$ cat src/rtl/cdj_pkg.sv
package cdj_pkg;
    localparam int unsigned INSN_W = 14;
    localparam int unsigned DATA_W = 8;
    localparam int unsigned ADDR_W = 7;
    localparam int unsigned PC_W = 13;
    localparam int unsigned LIT_W = 11;
    // opcode prefixes
    localparam logic [5:0] OPC_COMPLEMENT = 6'h09;
    localparam logic [5:0] OPC_DEC_SKIP = 6'h0b;
    localparam logic [2:0] OPC_JUMP = 3'h5;
    // field positions
    localparam int unsigned DEST_BIT = 7;
    localparam int unsigned LATCH_HI_BIT = 4;
    localparam int unsigned LATCH_LO_BIT = 3;
    // reset values and unit constants
    localparam logic [PC_W-1:0] PC_RESET = 13'h0000;
    localparam logic [DATA_W-1:0] ACC_RESET = 8'h00;
    localparam logic [DATA_W-1:0] DATA_ONE = 8'h01;
    localparam logic [DATA_W-1:0] DATA_ZERO = 8'h00;
    localparam logic [PC_W-1:0] PC_ONE = 13'h0001;
    typedef enum logic [1:0] {
        CDJ_EXEC,
        CDJ_FLUSH
    } cdj_state_t;
endpackage : cdj_pkg

$ cat src/rtl/cdj_exec.sv
`timescale 1ns/1ns
`default_nettype none

// Function
// - prefix 001001 complements the addressed register
// - destination bit picks accumulator or register
// - prefix 001011 decrements the addressed register
// - decrement routes by destination, flags untouched
// - zero result discards the fetched next word
// - decrement-skip one cycle, two when skipping
// - jump loads 11-bit literal into pc low
// - pc bits 12:11 from latch bits 4:3
// - jump always taken, two cycles, no flags
module cdj_exec
(
    input wire logic i_clk_sys,
    input wire logic i_rst_b,
    input wire logic [13:0] i_insn,
    input wire logic i_insn_valid,
    input wire logic [7:0] i_file_rdata,
    input wire logic [7:0] i_upper_latch,
    input wire logic i_zero_flag,
    output logic [6:0] o_file_addr,
    output logic [7:0] o_file_wdata,
    output logic o_file_we,
    output logic [7:0] o_acc,
    output logic o_zero_flag,
    output logic o_zero_we,
    output logic [12:0] o_pc,
    output logic o_flush,
    output logic o_busy
);

    ////////////////////////////////////////////////////////////////////////
    // decode

    cdj_pkg::cdj_state_t state_r;
    cdj_pkg::cdj_state_t state_nxt;
    logic [7:0] acc_r;
    logic [7:0] acc_nxt;
    logic [12:0] pc_r;
    logic [12:0] pc_nxt;
    logic [7:0] wdata_r;
    logic we_r;
    logic zf_r;
    logic zwe_r;

    wire logic executing;
    wire logic is_comp;
    wire logic is_decsk;
    wire logic is_jump;
    wire logic dest_file;
    wire logic [7:0] comp_res;
    wire logic [7:0] dec_res;
    wire logic [7:0] alu_res;
    wire logic dec_zero;
    wire logic [12:0] jump_target;
    wire logic [10:0] jump_low;
    wire logic [1:0] jump_high;
    wire logic writes_result;
    wire logic acc_load;
    wire logic skip_taken;
    wire logic is_flush;
    wire logic [12:0] pc_seq;
    wire logic we_nxt;
    wire logic zf_nxt;
    wire logic zwe_nxt;

    ////////////////////////////////////////////////////////////////////////
    // helpers

    // both file-register operations decode the same six-bit prefix field
    function automatic logic [5:0] op_prefix(input logic [13:0] insn);
        op_prefix = insn[13:8];
    endfunction : op_prefix

    // sequential step, shared by plain execute, skip and the no-op cycle
    function automatic logic [12:0] pc_step(input logic [12:0] pc);
        pc_step = pc + cdj_pkg::PC_ONE;
    endfunction : pc_step

    // zero test for both the skip decision and the complement flag
    function automatic logic is_zero(input logic [7:0] value);
        is_zero = (value == cdj_pkg::DATA_ZERO);
    endfunction : is_zero

    assign executing = i_insn_valid && (state_r == cdj_pkg::CDJ_EXEC);
    assign is_comp = executing && (op_prefix(i_insn) == cdj_pkg::OPC_COMPLEMENT);
    assign is_decsk = executing && (op_prefix(i_insn) == cdj_pkg::OPC_DEC_SKIP);
    assign is_jump = executing && (i_insn[13:11] == cdj_pkg::OPC_JUMP);
    assign dest_file = i_insn[cdj_pkg::DEST_BIT];
    assign comp_res = ~i_file_rdata;
    assign dec_res = i_file_rdata - cdj_pkg::DATA_ONE;
    assign alu_res = is_comp ? comp_res : dec_res;
    assign dec_zero = is_zero(dec_res);
    assign writes_result = is_comp || is_decsk;
    assign acc_load = writes_result && !dest_file;
    // zero after decrement drops the fetched word
    assign skip_taken = is_decsk && dec_zero;
    assign is_flush = (state_r == cdj_pkg::CDJ_FLUSH);
    assign pc_seq = pc_step(pc_r);
    assign jump_low = i_insn[10:0];
    assign jump_high = i_upper_latch[cdj_pkg::LATCH_HI_BIT:cdj_pkg::LATCH_LO_BIT];
    assign jump_target = {jump_high, jump_low};
    assign o_file_addr = i_insn[6:0];

    ////////////////////////////////////////////////////////////////////////
    // write-back values

    assign we_nxt = writes_result && dest_file;
    assign zf_nxt = is_comp ? is_zero(comp_res) : i_zero_flag;
    // a jump never raises the flag strobe
    assign zwe_nxt = is_comp;

    ////////////////////////////////////////////////////////////////////////
    // next state

    always_comb
    begin
        state_nxt = cdj_pkg::CDJ_EXEC;
        acc_nxt = acc_r;
        pc_nxt = pc_r;
        if (acc_load)
        begin
            acc_nxt = alu_res;
        end
        unique case (state_r)
            cdj_pkg::CDJ_FLUSH:
            begin
                // second cycle runs as a no-op
                pc_nxt = pc_seq;
            end
            cdj_pkg::CDJ_EXEC:
            begin
                if (is_jump)
                begin
                    // always taken, spend a second cycle
                    pc_nxt = jump_target;
                    state_nxt = cdj_pkg::CDJ_FLUSH;
                end
                else if (skip_taken)
                begin
                    pc_nxt = pc_seq;
                    state_nxt = cdj_pkg::CDJ_FLUSH;
                end
                else if (executing)
                begin
                    pc_nxt = pc_seq;
                end
            end
            default:
            begin
                // spare encodings fall back to execute
                state_nxt = cdj_pkg::CDJ_EXEC;
            end
        endcase
    end

    ////////////////////////////////////////////////////////////////////////
    // registers

    always_ff @(posedge i_clk_sys or negedge i_rst_b)
    begin
        if (!i_rst_b)
        begin
            state_r <= cdj_pkg::CDJ_EXEC;
            acc_r <= cdj_pkg::ACC_RESET;
            pc_r <= cdj_pkg::PC_RESET;
        end
        else
        begin
            state_r <= state_nxt;
            acc_r <= acc_nxt;
            pc_r <= pc_nxt;
        end
    end

    // write-back held one cycle so the data output comes from flops
    always_ff @(posedge i_clk_sys or negedge i_rst_b)
    begin
        if (!i_rst_b)
        begin
            wdata_r <= cdj_pkg::DATA_ZERO;
            we_r <= 1'b0;
            zf_r <= 1'b0;
            zwe_r <= 1'b0;
        end
        else
        begin
            wdata_r <= alu_res;
            we_r <= we_nxt;
            zf_r <= zf_nxt;
            zwe_r <= zwe_nxt;
        end
    end

    ////////////////////////////////////////////////////////////////////////
    // outputs

    assign o_file_wdata = wdata_r;
    assign o_file_we = we_r;
    assign o_acc = acc_r;
    assign o_zero_flag = zf_r;
    assign o_zero_we = zwe_r;
    assign o_pc = pc_r;
    // flush marks the no-op cycle
    // shown outside so fetch can drop the word it already holds
    assign o_flush = is_flush;
    assign o_busy = is_flush;

endmodule : cdj_exec

`default_nettype wire

$ cat config.mk
export PLATFORM = sky130hd
export DESIGN_NAME = cdj_exec
export DESIGN_NICKNAME = d
export VERILOG_FILES = /design/src/rtl/cdj_pkg.sv /design/src/rtl/cdj_exec.sv
export SDC_FILE = /design/constraint.sdc
export NUM_CORES = 1
export LEC_CHECK = 0
export ABC_AREA = 1
export BUFFER_PORTS_ARGS = -buffer_cell sky130_fd_sc_hd__buf_2
export CAP_MARGIN = 15
export CORE_MARGIN = 10
export CORE_UTILIZATION = 54
export CTS_BUF_LIST = sky130_fd_sc_hd__clkbuf_8
export CTS_CLUSTER_DIAMETER = 80
export DETAILED_ROUTE_END_ITERATION = 8
export PLACE_DENSITY = 0.95
export SYNTH_ARGS = -nofsm -noshare
export SYNTH_HDL_FRONTEND = slang
export SYNTH_SLANG_ARGS = --single-unit
$ cat constraint.sdc
create_clock -name i_clk_sys -period 2 [get_ports i_clk_sys]
set_input_delay 0.4 -clock i_clk_sys [delete_from_list [all_inputs] [get_ports i_clk_sys]]
set_output_delay 0.4 -clock i_clk_sys [all_outputs]
set_load 0.02 [all_outputs]
==> results, run 1 <==
- For this run the aggregate overflow at the end of global routing stands at 0.
- For the pin with the worst max-slew slack, the measured transition is 0.718 ns.
- The cell type with the highest aggregate area in the netlist is dfrtp_1.
- Once the clock tree was built, the resizer swapped 0 gates to a different size.
- The maximum fanout encountered on the critical timing path is 14.
- The total negative setup slack is 0 ns.
- The count of cells along the worst register-to-register path is 10.
- The fraction of final layout cells sized beyond drive strength 1 is 0.265.
- The die is 80.4 um tall.
- The total routing usage reported by global routing is 0.168.
- The half-perimeter wire length after detailed placement is 4050 um.
- In this run the register-to-register setup slack is 0.51 ns.
- The starting utilization of the core area is 0.572.
- In this run the core area contains 21 standard-cell rows.
- The Yosys warning count is 0.
- Before CTS, the worst setup slack after placement is 0.350 ns.
- Headroom to the max-slew limit came out at 0.521.
- The tree is rooted in a clkbuf_8.
- Setup repair after global routing left no endpoint under its margin.
- The final layout contains routed wiring with a total length of 5170 um.
- After the first detailed-routing iteration, the DRC count stood at 190.
- The flip-flop and latch count after synthesis is 33.
- The ratio of total power to cell area is 903 nW/um^2.
- The leakage power of the design is 1.33 nW.
- For this run, the detailed router's first-pass iteration total came to 4.
- After clock tree synthesis, the clock-pin slew on the worst setup and hold paths is 0.07 ns.
- Using the TritonRoute via totals, the vias-per-cell ratio works out to 5.27.
- The worst register-to-register path ends at o_acc[1].
- The share of synthesized area occupied by flip-flops and latches is 0.419.
- The worst hold path class is in2async.
- After detailed routing, the average wire length per cell comes to 13.4 um.
- Setup violations remaining at the end of the flow were counted as 0.
- The count of distinct cell types in the synthesized netlist is 27.
- The maximum clock insertion buffer count is 2.
- Port buffering added 68 buffers.
- The routed design could run at a clock period as short as 1.49 ns.
- The number of inserted diodes is 0.
- The clock insertion delay at the later pin of the skew report is 0.28 ns.
- The flow ran to the end, and the final reports show no timing, DRC or antenna violations.
- The kind of start point of the critical path is a register.
- The number of hold violations in the final report is 0.
- The worst setup path is of the reg2reg kind.
- Buffers added to address setup during post-CTS repair amount to 0.
- The share of the synthesized area in the top cell type is 0.419.
- The horizontal die dimension is 80.4 um.
- Entering global routing, the biggest net connects 34 pins.
- Synthesis produced a netlist with a net count of 311.
- The core region is 3440 um^2.
- The reg-to-reg critical path startpoint is state_r[0].
- The hold buffer count at cts is 0.
- The first global-routing pass estimated 8830 um of wire.
- The total standard cell area after synthesis is 1970 um^2.
- After detailed routing, the number of remaining DRC violations is 0.
- The area overhead of the layout relative to synthesis is 22.6%.
- Routability-driven placement finished with a final weighted congestion of 0.852.
- In the finished design, the share of the clock period the worst path needs comes to 0.747.
- The cell area reported after detailed placement is 2310 um^2.
- The number of clock sinks is 33.
- The CTS buffer count is 5.
- In this run the mean area of a mapped cell was 7.21 um^2.
- For the final database, setup skew stands at 0.00628 ns.
- The die area is 6460 um^2.
- 75 I/O pins were placed.
- The total number of H-tree levels is 2.
- Across the run, the number of max-cap violations was 0.
- The final count of pins violating max slew is 0.
- The layout net count is 377.
- The required time at the worst-slack endpoint is 2.22 ns.
- The design area is 2410 um^2.
- The number of global-route vias before repair is 2007.
- Data on the critical path arrives at its endpoint at 1.71 ns.
- The final antenna-violating net count is 0.
- The initial antenna violation count is 0.
- In the post-synthesis netlist, the biggest area contributors are dfrtp_1 42%, nand2_1 19%, nand3_1 6.4%, nor2_1 5.0%, inv_1 4.6%.
- The count of vias placed by the detailed router is 2034.
- After technology mapping, the gate count stands at 273.
- The endpoint class of the critical path is a register.
- The clock tree from TritonCTS is done.
- The final setup slack of the worst path is 0.507 ns.
- Based on the critical path, the design can be clocked at up to 0.670 GHz.
- Across the VDD grid, the largest voltage drop is 0.000679 V.
==> layout make-up <==
class	count	area (um^2)
timing repair buffer	72	370
clock inverter	1	5.00
tap	46	57.6
clock buffer	7	96.3
multi-input combinational	202	963
fill	279	1030
sequential	33	826
inverter	25	96.3
==> per-layer routing <==
metal | routed length, um | vias up | global-route usage
li1 | - | 990 | -
met3 | 580 | 7 | 0.0635
met1 | 1940 | 941 | 0.182
met4 | 53 | 0 | 0.0599
met2 | 2590 | 96 | 0.291
met5 | 0 | - | 0
==> cell families after synthesis <==
logic type / synth area share
and+or+nand+nor: 0.372
adders and majority gates: 0.0254
AOI/OAI and AO/OA: 0.0699
buffers and inverters: 0.0915
DFF: 0.419
xor gates and xnor gates: 0.0222
==> power breakdown <==
part | internal (mW) | switching [mW]
logic | 0.258 | 0.451
registers | 0.785 | 0.141
clock network | 0.311 | 0.234
==> cell usage after synthesis (all sizes together) <==
cell type / number
or2: 4
xnor2: 2
nor2: 29
inv: 25
nand3: 25
clkbuf: 3
o21ai: 15
nand2: 100
nor3: 2
xor2: 3
a21oi: 2
buf: 10
a31oi: 3
nand4: 4
ha: 4
nand3b: 5
dfrtp: 33
o211ai: 2
and2: 2
==> placed cells by master, fill, tap and decap left out <==
cell,count
nor3_1,2
ha_1,4
nor2_2,3
nand2_2,2
o21ai_2,2
inv_1,24
inv_4,1
dfrtp_1,33
xnor2_1,2
buf_2,68
o21ai_1,4
a21oi_1,1
a21oi_4,1
or2_0,3
nand2_1,98
or2_2,1
nor2_1,26
buf_4,4
clkbuf_8,7
nand3b_1,5
clkinv_2,1
nand4_1,4
o21ai_0,9
xor2_1,3
a31oi_1,3
and2_1,2
o211ai_1,2
nand3_1,25
==> state kept, by name, summed over array words and instances, names as in the netlist <==
| name | flops |
|---|---|
| o_pc | 13 |
| o_acc | 8 |
| o_file_wdata | 8 |
| o_file_we | 1 |
| o_zero_flag | 1 |
| o_zero_we | 1 |
| state_r | 1 |
==> worst max-delay path, cell delays in order, from the launching register on <==
cell	delay (ns)
dfrtp_1	0.40
inv_1	0.09
nand2_2	0.06
nor2_1	0.13
nand2_2	0.10
buf_4	0.19
inv_1	0.14
nand2_1	0.08
o21ai_1	0.10
nand2_1	0.07
nand2_1	0.07
==> worst max-delay path by stage <==
stage	end	from	cells past startpoint
6_report	o_acc[1]	state_r[0]	10
3_5_place_dp	o_acc[6]	i_insn[12]	9
3_3_place_gp	o_acc[0]	i_insn[12]	9
2_1_floorplan	o_pc[8]	o_pc[1]	8
4_1_cts	o_acc[1]	state_r[0]	10
5_1_grt	o_acc[1]	state_r[0]	10
==> per-stage QoR <==
stage / std cells / power (mW) / hold WS (ns) / utilization
global route: 386 / 2.34 / 0.222 / 0.702
detailed placement: 378 / 1.65 / 0.458 / 0.672
floorplan: 273 / 1.39 / 0.104 / -
finish: 386 / 2.18 / 0.167 / 0.702
global placement: 378 / 1.62 / 0.451 / 0.672
CTS: 386 / 2.20 / 0.188 / 0.702
(Power assumes the default switching activity.)
==> run 2: changes to the inputs <==
--- a/config.mk
+++ b/config.mk
@@ -9,11 +9,11 @@
 export BUFFER_PORTS_ARGS = -buffer_cell sky130_fd_sc_hd__buf_2
 export CAP_MARGIN = 15
 export CORE_MARGIN = 10
-export CORE_UTILIZATION = 54
+export CORE_UTILIZATION = 46
 export CTS_BUF_LIST = sky130_fd_sc_hd__clkbuf_8
 export CTS_CLUSTER_DIAMETER = 80
 export DETAILED_ROUTE_END_ITERATION = 8
-export PLACE_DENSITY = 0.95
+export PLACE_DENSITY = 0.89
 export SYNTH_ARGS = -nofsm -noshare
 export SYNTH_HDL_FRONTEND = slang
 export SYNTH_SLANG_ARGS = --single-unit
==> constraint.sdc (replaced) <==
create_clock -name i_clk_sys -period 1.3 [get_ports i_clk_sys]
set_input_delay 0.26 -clock i_clk_sys [delete_from_list [all_inputs] [get_ports i_clk_sys]]
set_output_delay 0.26 -clock i_clk_sys [all_outputs]
set_load 0.02 [all_outputs]
==> run 2 against run 1 <==
The run now ends with setup timing left. Design area grew 15%. Clock skew is 0.0044 ns higher. First-iteration DRC count fell by 51%. Critical path depth decreased by 2. Critical path type unchanged. Critical endpoint is now o_acc[5]. Largest power group is now combinational cells. Highest routed layer unchanged.
==> results, run 2 (synthesized netlist as in run 1, its figures left out) <==
- The final setup slack of the worst path was -0.0401 ns (-0.547 ns).
- The min-delay analysis places its worst path in the category in2reg.
- Leaving out fill and tap cells, the most frequent cells in the layout are 93 x nand2_1, 65 x buf_2, 26 x dfrtp_1, 26 x buf_4, 24 x nand3_1.
- The kind of start point of the critical path is a register.
- The clock share of power is 0.227 (-0.023).
- The leakage power of the design is 1.50 nW (+12%).
- The total routing usage reported by global routing is 0.161 (-0.00645).
- The total DRC errors in the routed layout came to 0 (unchanged).
- The starting utilization of the core area is 0.485 (-0.0868).
- The clock tree from TritonCTS is done.
- The net switching power of the design is 1.48 mW (+79%).
- The I/O pin total came to 75 (unchanged).
- The transition at the pin with the smallest max-transition slack was 0.363 ns (-0.355 ns).
- The required time at the worst-slack endpoint is 1.53 ns (-0.69 ns).
- The maximum vdd drop is 0.000785 V (+16%).
- The max-cap violation count is 0 (unchanged).
- The time the final worst path needs with I/O delays and setup is 1.34 ns (-0.153 ns).
- Setup repair after global routing could not meet its margin everywhere.
- The endpoint class of the critical path is a register.
- The count of vias placed by the detailed router came to 2122 (+4.3%).
- By startpoint and endpoint, the worst setup path is classified as reg2reg.
- The critical path starts at state_r[0].
- The count of buffer and inverter cells on the critical path came to 2 (-1).
- The initial antenna violation count came to 0 (unchanged).
- The ratio of total power to cell area came to 1360 nW/um^2 (+51%).
- The detail-routed net length per standard cell is 14.5 um (+8.5%).
- The number of DRC markers in iteration 0 came to 94 (-51%).
- The fraction of the core area covered by cells at the end of the flow is 0.686 (-0.0152).
- The total negative setup slack is -0.224 ns (-0.224 ns).
- The checks that failed: setup timing.
- The number of clock sinks came to 33 (unchanged).
- The count of cell instances traversed by the critical path is 8 (-2).
- The family with the most delay on the worst path is flip-flops.
- The wire length of the first global-routing pass is 9850 um (+12%).
- The critical path's largest stage delay was 0.41 ns (about the same).
- The total number of H-tree levels is 2 (unchanged).
- The area overhead of the layout relative to synthesis is 41.4%.
- The clock insertion delay at the later pin of the skew report is 0.29 ns (about the same).
- The overall power after layout was 3.80 mW (+74%).
- The CTS clock-pin slew for the worst setup and hold paths was 0.07 ns (about the same).
- The critical path endpoint is o_acc[5].
- Among the stages of the critical path, the cell type that occurs most often is nand2_4.
- The number of global-route vias before repair came to 2184 (+8.8%).
- The final antenna-violating net count was 0 (unchanged).
- The wire length reported by the detailed router is 6050 um (+17%).
- In this run the clock root is driven by a clkbuf_8.
- The final global-route overflow total came to 0 (unchanged).
- The endpoint arrival time on the critical path was 1.57 ns (-0.14 ns).
- The final count of pins violating max slew is 0 (unchanged).
- The average via count per standard cell is 5.09 (-3.4%).
- The number of flip-flops in the largest register is 13 (unchanged).
- The count of TritonRoute iterations in the first routing pass is 4 (unchanged).
- The CTS buffer count came to 5 (unchanged).
- The worst clock skew is 0.0107 ns (+0.00439 ns).
- The reg-to-reg endpoint is o_acc[5].
- The fraction of final layout cells sized beyond drive strength 1 is 0.384 (+0.119).
- The die area is 7300 um^2 (+13%).
- The maximum clock insertion buffer count is 2 (unchanged).
- The maximum fanout encountered on the critical timing path is 6 (-8).
- The slack of the worst reg-to-reg path was -0.04 ns (-0.55 ns).
- The largest individual stage delay along the critical path comes from the cell dfrtp_2.
- The relative contribution of sequential cells to total power is 0.380 (-0.045).
- The layout net count came to 404 (+7.2%).
- The area inside the core boundary is 4060 um^2 (+18%).
- The horizontal die dimension is 85.4 um (+6.3%).
- The library cell used most frequently in the layout, excluding fill and tap cells, is nand2_1.
- The count of endpoints failing setup in the final report is 9 (+9).
- The number of I/O port buffers came to 68 (unchanged).
- The critical path goes through inv_2, nand2_4, nor2_4, nand2_4, a21oi_4, buf_12, nand3b_1, nand2_1.
- The maximum number of pins on one net before global-route repair came to 21 (-38%).
- The floorplan die height is 85.4 um (+6.3%).
- The tightest slew margin relative to the limit is 0.758 (+0.236).
- The count of cells along the worst register-to-register path is 8 (-2).
- The post-route fraction of the period consumed by the critical path came to 1.03 (+0.284).
- The half-perimeter wire length after detailed placement is 4650 um (+15%).
- The placer congestion estimate is 0.884 (+3.8%).
- The number of hold violations in the final report is 0 (unchanged).
- The number of inserted diodes is 0 (unchanged).
- The run finished, with violations left.
- The maximum clock frequency is 0.746 GHz (+11%).
- The share of total power consumed by net switching came to 0.390 (+0.0109).
- The part of the power in combinational logic is 0.392 (+0.067).
- The reg-to-reg critical path startpoint is state_r[0].
- The internal portion of total power is 2.32 mW (+71%).
- The placement row count is 23 (+9.5%).
-- run 2: power by group through the flow --
stage                     sequential (mW)  combinational, mW  clock, mW
after floorplan                      1.65              0.530          0
after global placement               1.42               1.22          0
after detailed placement             1.44               1.27          0
after CTS                            1.42               1.30      0.868
after global routing                 1.47               1.64      0.925
final                                1.44               1.49      0.864
-- run 2: final cells by class --
cell class	count	area, um^2
fillers	313	1270
well taps	50	62.6
inverters	25	96.3
clock buffers	7	96.3
multi-input cells	202	1060
flip-flops and latches	33	835
repair buffers	99	627
clock inverters	1	5.00
-- run 2: how the worst min path moves through the flow --
stage                        endpoint  slack [ns]        start  cells after the start
final                     o_zero_flag        0.21  i_zero_flag                      3
after global routing      o_zero_flag        0.23  i_zero_flag                      3
after CTS                 o_zero_flag        0.20  i_zero_flag                      3
after detailed placement      o_pc[3]        0.19      i_rst_b                      1
after global placement        o_pc[3]        0.18      i_rst_b                      1
after floorplan              o_acc[0]       -0.04      i_rst_b                      0
-- run 2: through the flow --
stage                     cells  area, um^2  setup WS, ns  hold WS (ns)
after floorplan             273        2000       -0.0200       -0.0356
after global placement      404        2540       -0.0756         0.184
after detailed placement    404        2540        -0.152         0.189
after CTS                   414        2670       -0.0453         0.196
after global routing        417        2790        -0.131         0.231
final                       417        2790       -0.0401         0.205
-- run 2: timing repair --
action / in CTS / in global routing
setup buffers: 1 / 3
hold buffers: 1 / 0
gates cloned: 0 / 0
setup endpoints to repair: 11 / 28
endpoints found under the hold margin: 13 / 0
pin swaps: 3 / 8
resized for setup: 2 / 30
-- run 2: worst min-delay path: cells and delay by family --
family                 cells  cell delay (ns)
AO/OA/AOI/OAI              1             0.07
buffers and inverters      1             0.08
AND/OR/NAND/NOR            1             0.04
-- run 2: metal layers --
layer / wire length [um] / global-route usage / vias to the layer above
met4: 147 / 0.0569 / 0
met2: 3010 / 0.294 / 87
met5: 0 / 0 / -
met1: 2410 / 0.168 / 966
met3: 487 / 0.0545 / 17
li1: - / - / 1052
==> run 3: changes to the inputs <==
--- a/config.mk
+++ b/config.mk
@@ -5,15 +5,15 @@
 export SDC_FILE = /design/constraint.sdc
 export NUM_CORES = 1
 export LEC_CHECK = 0
-export ABC_AREA = 1
 export BUFFER_PORTS_ARGS = -buffer_cell sky130_fd_sc_hd__buf_2
 export CAP_MARGIN = 15
 export CORE_MARGIN = 10
-export CORE_UTILIZATION = 46
+export CORE_UTILIZATION = 45
 export CTS_BUF_LIST = sky130_fd_sc_hd__clkbuf_8
 export CTS_CLUSTER_DIAMETER = 80
+export CTS_CLUSTER_SIZE = 8
 export DETAILED_ROUTE_END_ITERATION = 8
-export PLACE_DENSITY = 0.89
+export PLACE_DENSITY = 0.88
 export SYNTH_ARGS = -nofsm -noshare
 export SYNTH_HDL_FRONTEND = slang
 export SYNTH_SLANG_ARGS = --single-unit
==> constraint.sdc (replaced) <==
create_clock -name i_clk_sys -period 1.3 [get_ports i_clk_sys]
set_input_delay 0.065 -clock i_clk_sys [delete_from_list [all_inputs] [get_ports i_clk_sys]]
set_output_delay 0.065 -clock i_clk_sys [all_outputs]
set_load 0.02 [all_outputs]
==> run 3 against run 2 <==
The run still ends with setup timing left. Clock skew shrank 0.0048 ns. Utilization grew 11 points. Via count grew 13%. Synthesized area shrank 4.0%. Clock power shrank 12%. Clock-buffer cell count shrank 2. Critical endpoint is now o_pc[2].
==> results, run 3 <==
- The CTS clock-pin slew for the worst setup and hold paths came to 0.07 ns (about the same).
- The maximum fanout encountered on the critical timing path came to 5 (-1).
- The time the final worst path needs with I/O delays and setup is 1.83 ns (+0.492 ns).
- The count of cell instances traversed by the critical path was 6 (-2).
- The gate count after technology mapping came to 194 (-29%).
- The final antenna-violating net count was 0 (unchanged).
- The net switching power of the design is 1.78 mW (+20%).
- By instance count, the cell type seen most on the critical path is buf_6.
- Leaving out fill and tap cells, the most frequent cells in the layout are 66 x buf_2, 41 x buf_4, 28 x dfrtp_1.
- The fraction of the core area covered by cells at the end of the flow is 0.792 (+0.106).
- The number of clock sinks was 33 (unchanged).
- Among all cell types in the netlist, the one instantiated most often is dfrtp_1.
- The tightest slew margin relative to the limit is 0.618 (-0.140).
- The flip-flop and latch count after synthesis came to 33 (unchanged).
- The total number of H-tree levels is 2 (unchanged).
- The checks that failed: setup timing.
- The half-perimeter wire length after detailed placement is 4880 um (+5.0%).
- In this run the critical register-to-register path is launched from state_r[0].
- The count of vias placed by the detailed router is 2392 (+13%).
- The uppermost signal routing layer after detailed routing is met4.
- The detail-routed net length per standard cell came to 26.0 um (+79%).
- STA classifies the critical path startpoint as a register.
- The post-route non-filler standard cell count came to 359 (-14%).
- The starting utilization of the core area came to 0.469 (-0.0161).
- The clock root buffer is clkbuf_8.
- The count of TritonRoute iterations in the first routing pass is 6 (+2).
- The count of endpoints failing setup in the final report was 32 (+23).
- The I/O pin total was 75 (unchanged).
- The synthesized net count was 232 (-25%).
- The maximum clock insertion buffer count was 2 (unchanged).
- The total standard cell area after synthesis is 1890 um^2 (-4.0%).
- The cell type with the highest aggregate area in the netlist is dfrtp_1.
- The count of cells along the worst register-to-register path is 6 (-2).
- The routed length on met1 came to 3030 um (+26%).
- The maximum clock frequency came to 0.546 GHz (-27%).
- The endpoint arrival time on the critical path came to 1.99 ns (+0.42 ns).
- The pre-CTS worst setup slack is -0.420 ns (-0.268 ns).
- The share of synthesized area occupied by flip-flops and latches was 0.437 (+0.0175).
- The worst hold path class is in2reg.
- The part of the power in combinational logic was 0.491 (+0.099).
- Relative to the synthesized area, the layout overhead comes to 68.8%.
- The slack of the worst reg-to-reg path is -0.53 ns (-0.49 ns).
- The total routing usage reported by global routing came to 0.201 (+0.0400).
- The required time at the worst-slack endpoint is 1.46 ns (-0.07 ns).
- Setup repair after global routing could not meet its margin everywhere.
- The critical path's largest stage delay came to 0.42 ns (about the same).
- The number of DRC markers in iteration 0 is 407 (+330%).
- The area inside the core boundary is 4030 um^2 (-0.71%).
- The library cell used most frequently in the layout, excluding fill and tap cells, is buf_2.
- The fraction of final layout cells sized beyond drive strength 1 is 0.620 (+0.236).
- The slowest cell on the critical path is dfrtp_2.
- The overall power after layout came to 4.29 mW (+13%).
- The die area was 7190 um^2 (-1.4%).
- The Yosys warning count is 0 (unchanged).
- The share of total power consumed by net switching is 0.415 (+0.0248).
- The post-route fraction of the period consumed by the critical path was 1.41 (+0.378).
- The most used flip-flop cell after synthesis is dfrtp_1.
- The relative contribution of sequential cells to total power is 0.332 (-0.048).
- The leakage power of the design is 1.47 nW (-1.7%).
- The critical path endpoint is o_pc[2].
- The count of distinct cell types in the synthesized netlist came to 49 (+81%).
- By area the synthesized netlist is led by dfrtp_1 44%, buf_4 3.2%, mux2_2 3.0%, ha_1 2.6%, nand2_1 2.4%.
- The number of I/O port buffers is 68 (unchanged).
- The maximum vdd drop is 0.000899 V (+14%).
- The wire length reported by the detailed router came to 9340 um (+54%).
- The placement row count came to 23 (unchanged).
- The average via count per standard cell was 6.66 (+31%).
- The horizontal die dimension is 84.8 um (-0.72%).
- The placer congestion estimate is 0.903 (+2.1%).
- The final setup slack of the worst path came to -0.532 ns (-0.492 ns).
- The number of hold violations in the final report was 0 (unchanged).
- The reg-to-reg endpoint is o_pc[2].
- The total met2 wirelength after detailed routing is 4380 um (+45%).
- The critical path goes through buf_6, nor4bb_4, nand2_2, buf_6, mux2i_1, a22oi_1.
- The endpoint class of the critical path is a register.
- The clock share of power came to 0.176 (-0.051).
- The transition at the pin with the smallest max-transition slack came to 0.568 ns (+0.205 ns).
- The floorplan die height came to 84.8 um (-0.72%).
- The share of flip-flops with an asynchronous set or reset is 1.00 (unchanged).
- The ratio of total power to cell area came to 1340 nW/um^2 (-1.4%).
- The final global-route overflow total came to 0 (unchanged).
- The flow ran to the end, but the final reports show violations.
- The clock insertion delay at the later pin of the skew report is 0.29 ns (about the same).
- Ranked by instance count, the synthesized netlist is headed by 33 x dfrtp_1, 12 x nand2_1, 10 x clkbuf_1.
- The family with the most delay on the worst path is simple AND/OR/NAND/NOR gates.
- The wire length of the first global-routing pass is 11700 um (+18%).
- TritonCTS built the clock tree.
- The critical path class is reg2reg.
- The initial antenna violation count is 1 (+1).
- The share of the synthesized area in the top cell type is 0.437 (+0.0175).
- The number of global-route vias before repair is 2182 (-0.092%).
- The total negative setup slack is -10.81 ns (-10.58 ns).
- The layout net count is 345 (-15%).
- The CTS buffer count is 5 (unchanged).
- Tracing the worst setup path back leads to its startpoint at state_r[0].
- The number of flip-flops in the largest register was 13 (unchanged).
- The placed cell count is 337 (-17%).
- The mean post-synth cell area is 9.75 um^2 (+35%).
- The max-cap violation count is 0 (unchanged).
- The count of buffer and inverter cells on the critical path is 2 (unchanged).
- The number of flops mapped to enable cells by yosys is 0 (unchanged).
- The internal portion of total power is 2.51 mW (+8.4%).
- The worst clock skew is 0.00583 ns (-0.00483 ns).
- The final count of pins violating max slew is 0 (unchanged).
- The amount of wire on met3 after detailed routing came to 1130 um (+130%).
- The total DRC errors in the routed layout is 0 (unchanged).
- The maximum number of pins on one net before global-route repair is 20 (-4.8%).
-- run 3: changes by cell type after synthesis, moves of 4 or more --
cell	delta
a21oi_1	+7
a2bb2oi_1	+4
a41oi_1	+4
and3_1	+6
clkbuf_1	+7
inv_1	-15
mux2_2	+5
nand2_1	-86
nand3_1	-20
nor2_1	-17
nor3_1	+4
o21ai_1	-4
o22a_1	+4
or3_1	+5
-- run 3: final cells by class --
class	count	area, um^2
Multi-Input combinational cell	131	1300
Timing Repair Buffer	127	882
Fill cell	214	837
Sequential cell	33	832
Clock buffer	5	68.8
Tap cell	50	62.6
Inverter	9	33.8
Clock inverter	3	13.8
Antenna cell	1	2.50
-- run 3: power by group through the flow --
stage | sequential [mW] | clock (mW) | combinational [mW]
final | 1.43 | 0.757 | 2.11
after global routing | 1.44 | 0.803 | 2.19
after detailed placement | 1.40 | 0 | 1.69
after floorplan | 1.74 | 0 | 0.533
after global placement | 1.39 | 0 | 1.62
after CTS | 1.38 | 0.742 | 1.78
-- run 3: how the worst min path moves through the flow --
stage | startpoint | endpoint | slack, ns | depth (start not counted)
6_report | i_insn[1] | o_pc[1] | 0.04 | 3
5_1_grt | i_insn[1] | o_pc[1] | 0.06 | 3
4_1_cts | i_insn[1] | o_pc[1] | 0.03 | 3
3_5_place_dp | i_rst_b | o_acc[0] | 0.005 | 1
3_3_place_gp | i_rst_b | o_acc[0] | 0.002 | 1
2_1_floorplan | i_rst_b | o_acc[0] | -0.23 | 0
-- run 3: worst register-to-register path: cells and delay by family, from the launching register on --
family / cells / cell delay (ns)
simple gates: 2 / 0.60
flops: 1 / 0.42
buf+inv: 2 / 0.32
mux: 1 / 0.21
compound gates: 1 / 0.15
-- run 3: logic make-up after synthesis --
family,after synthesis,synth area share
adders and majority gates,4,0.0265
buffers and inverters,30,0.0801
muxes,8,0.0457
AOI/OAI and AO/OA,48,0.185
and+or+nand+nor,64,0.193
xor gates and xnor gates,7,0.0324
DFF,33,0.437
-- run 3: metrics by stage --
stage	cell area, um^2	hold slack [ns]
2_1_floorplan	1940	-0.231
3_3_place_gp	2570	0.00244
3_5_place_dp	2570	0.00475
4_1_cts	2860	0.0292
5_1_grt	3190	0.0581
6_report	3190	0.0447
-- run 3: per-layer routing --
layer  track usage  up-vias
met5             0        -
met4         0.127        0
met3        0.0507       85
met2         0.341      241
met1         0.220     1131
li1              -      935
-- run 3: repair_timing --
item | in CTS | in global routing
pin swaps | 15 | 24
gates cloned | 2 | 0
setup buffers | 5 | 7
setup endpoints to repair | 31 | 33
hold endpoints to repair | 15 | 0
resized for setup | 30 | 57
hold buffers | 2 | 0
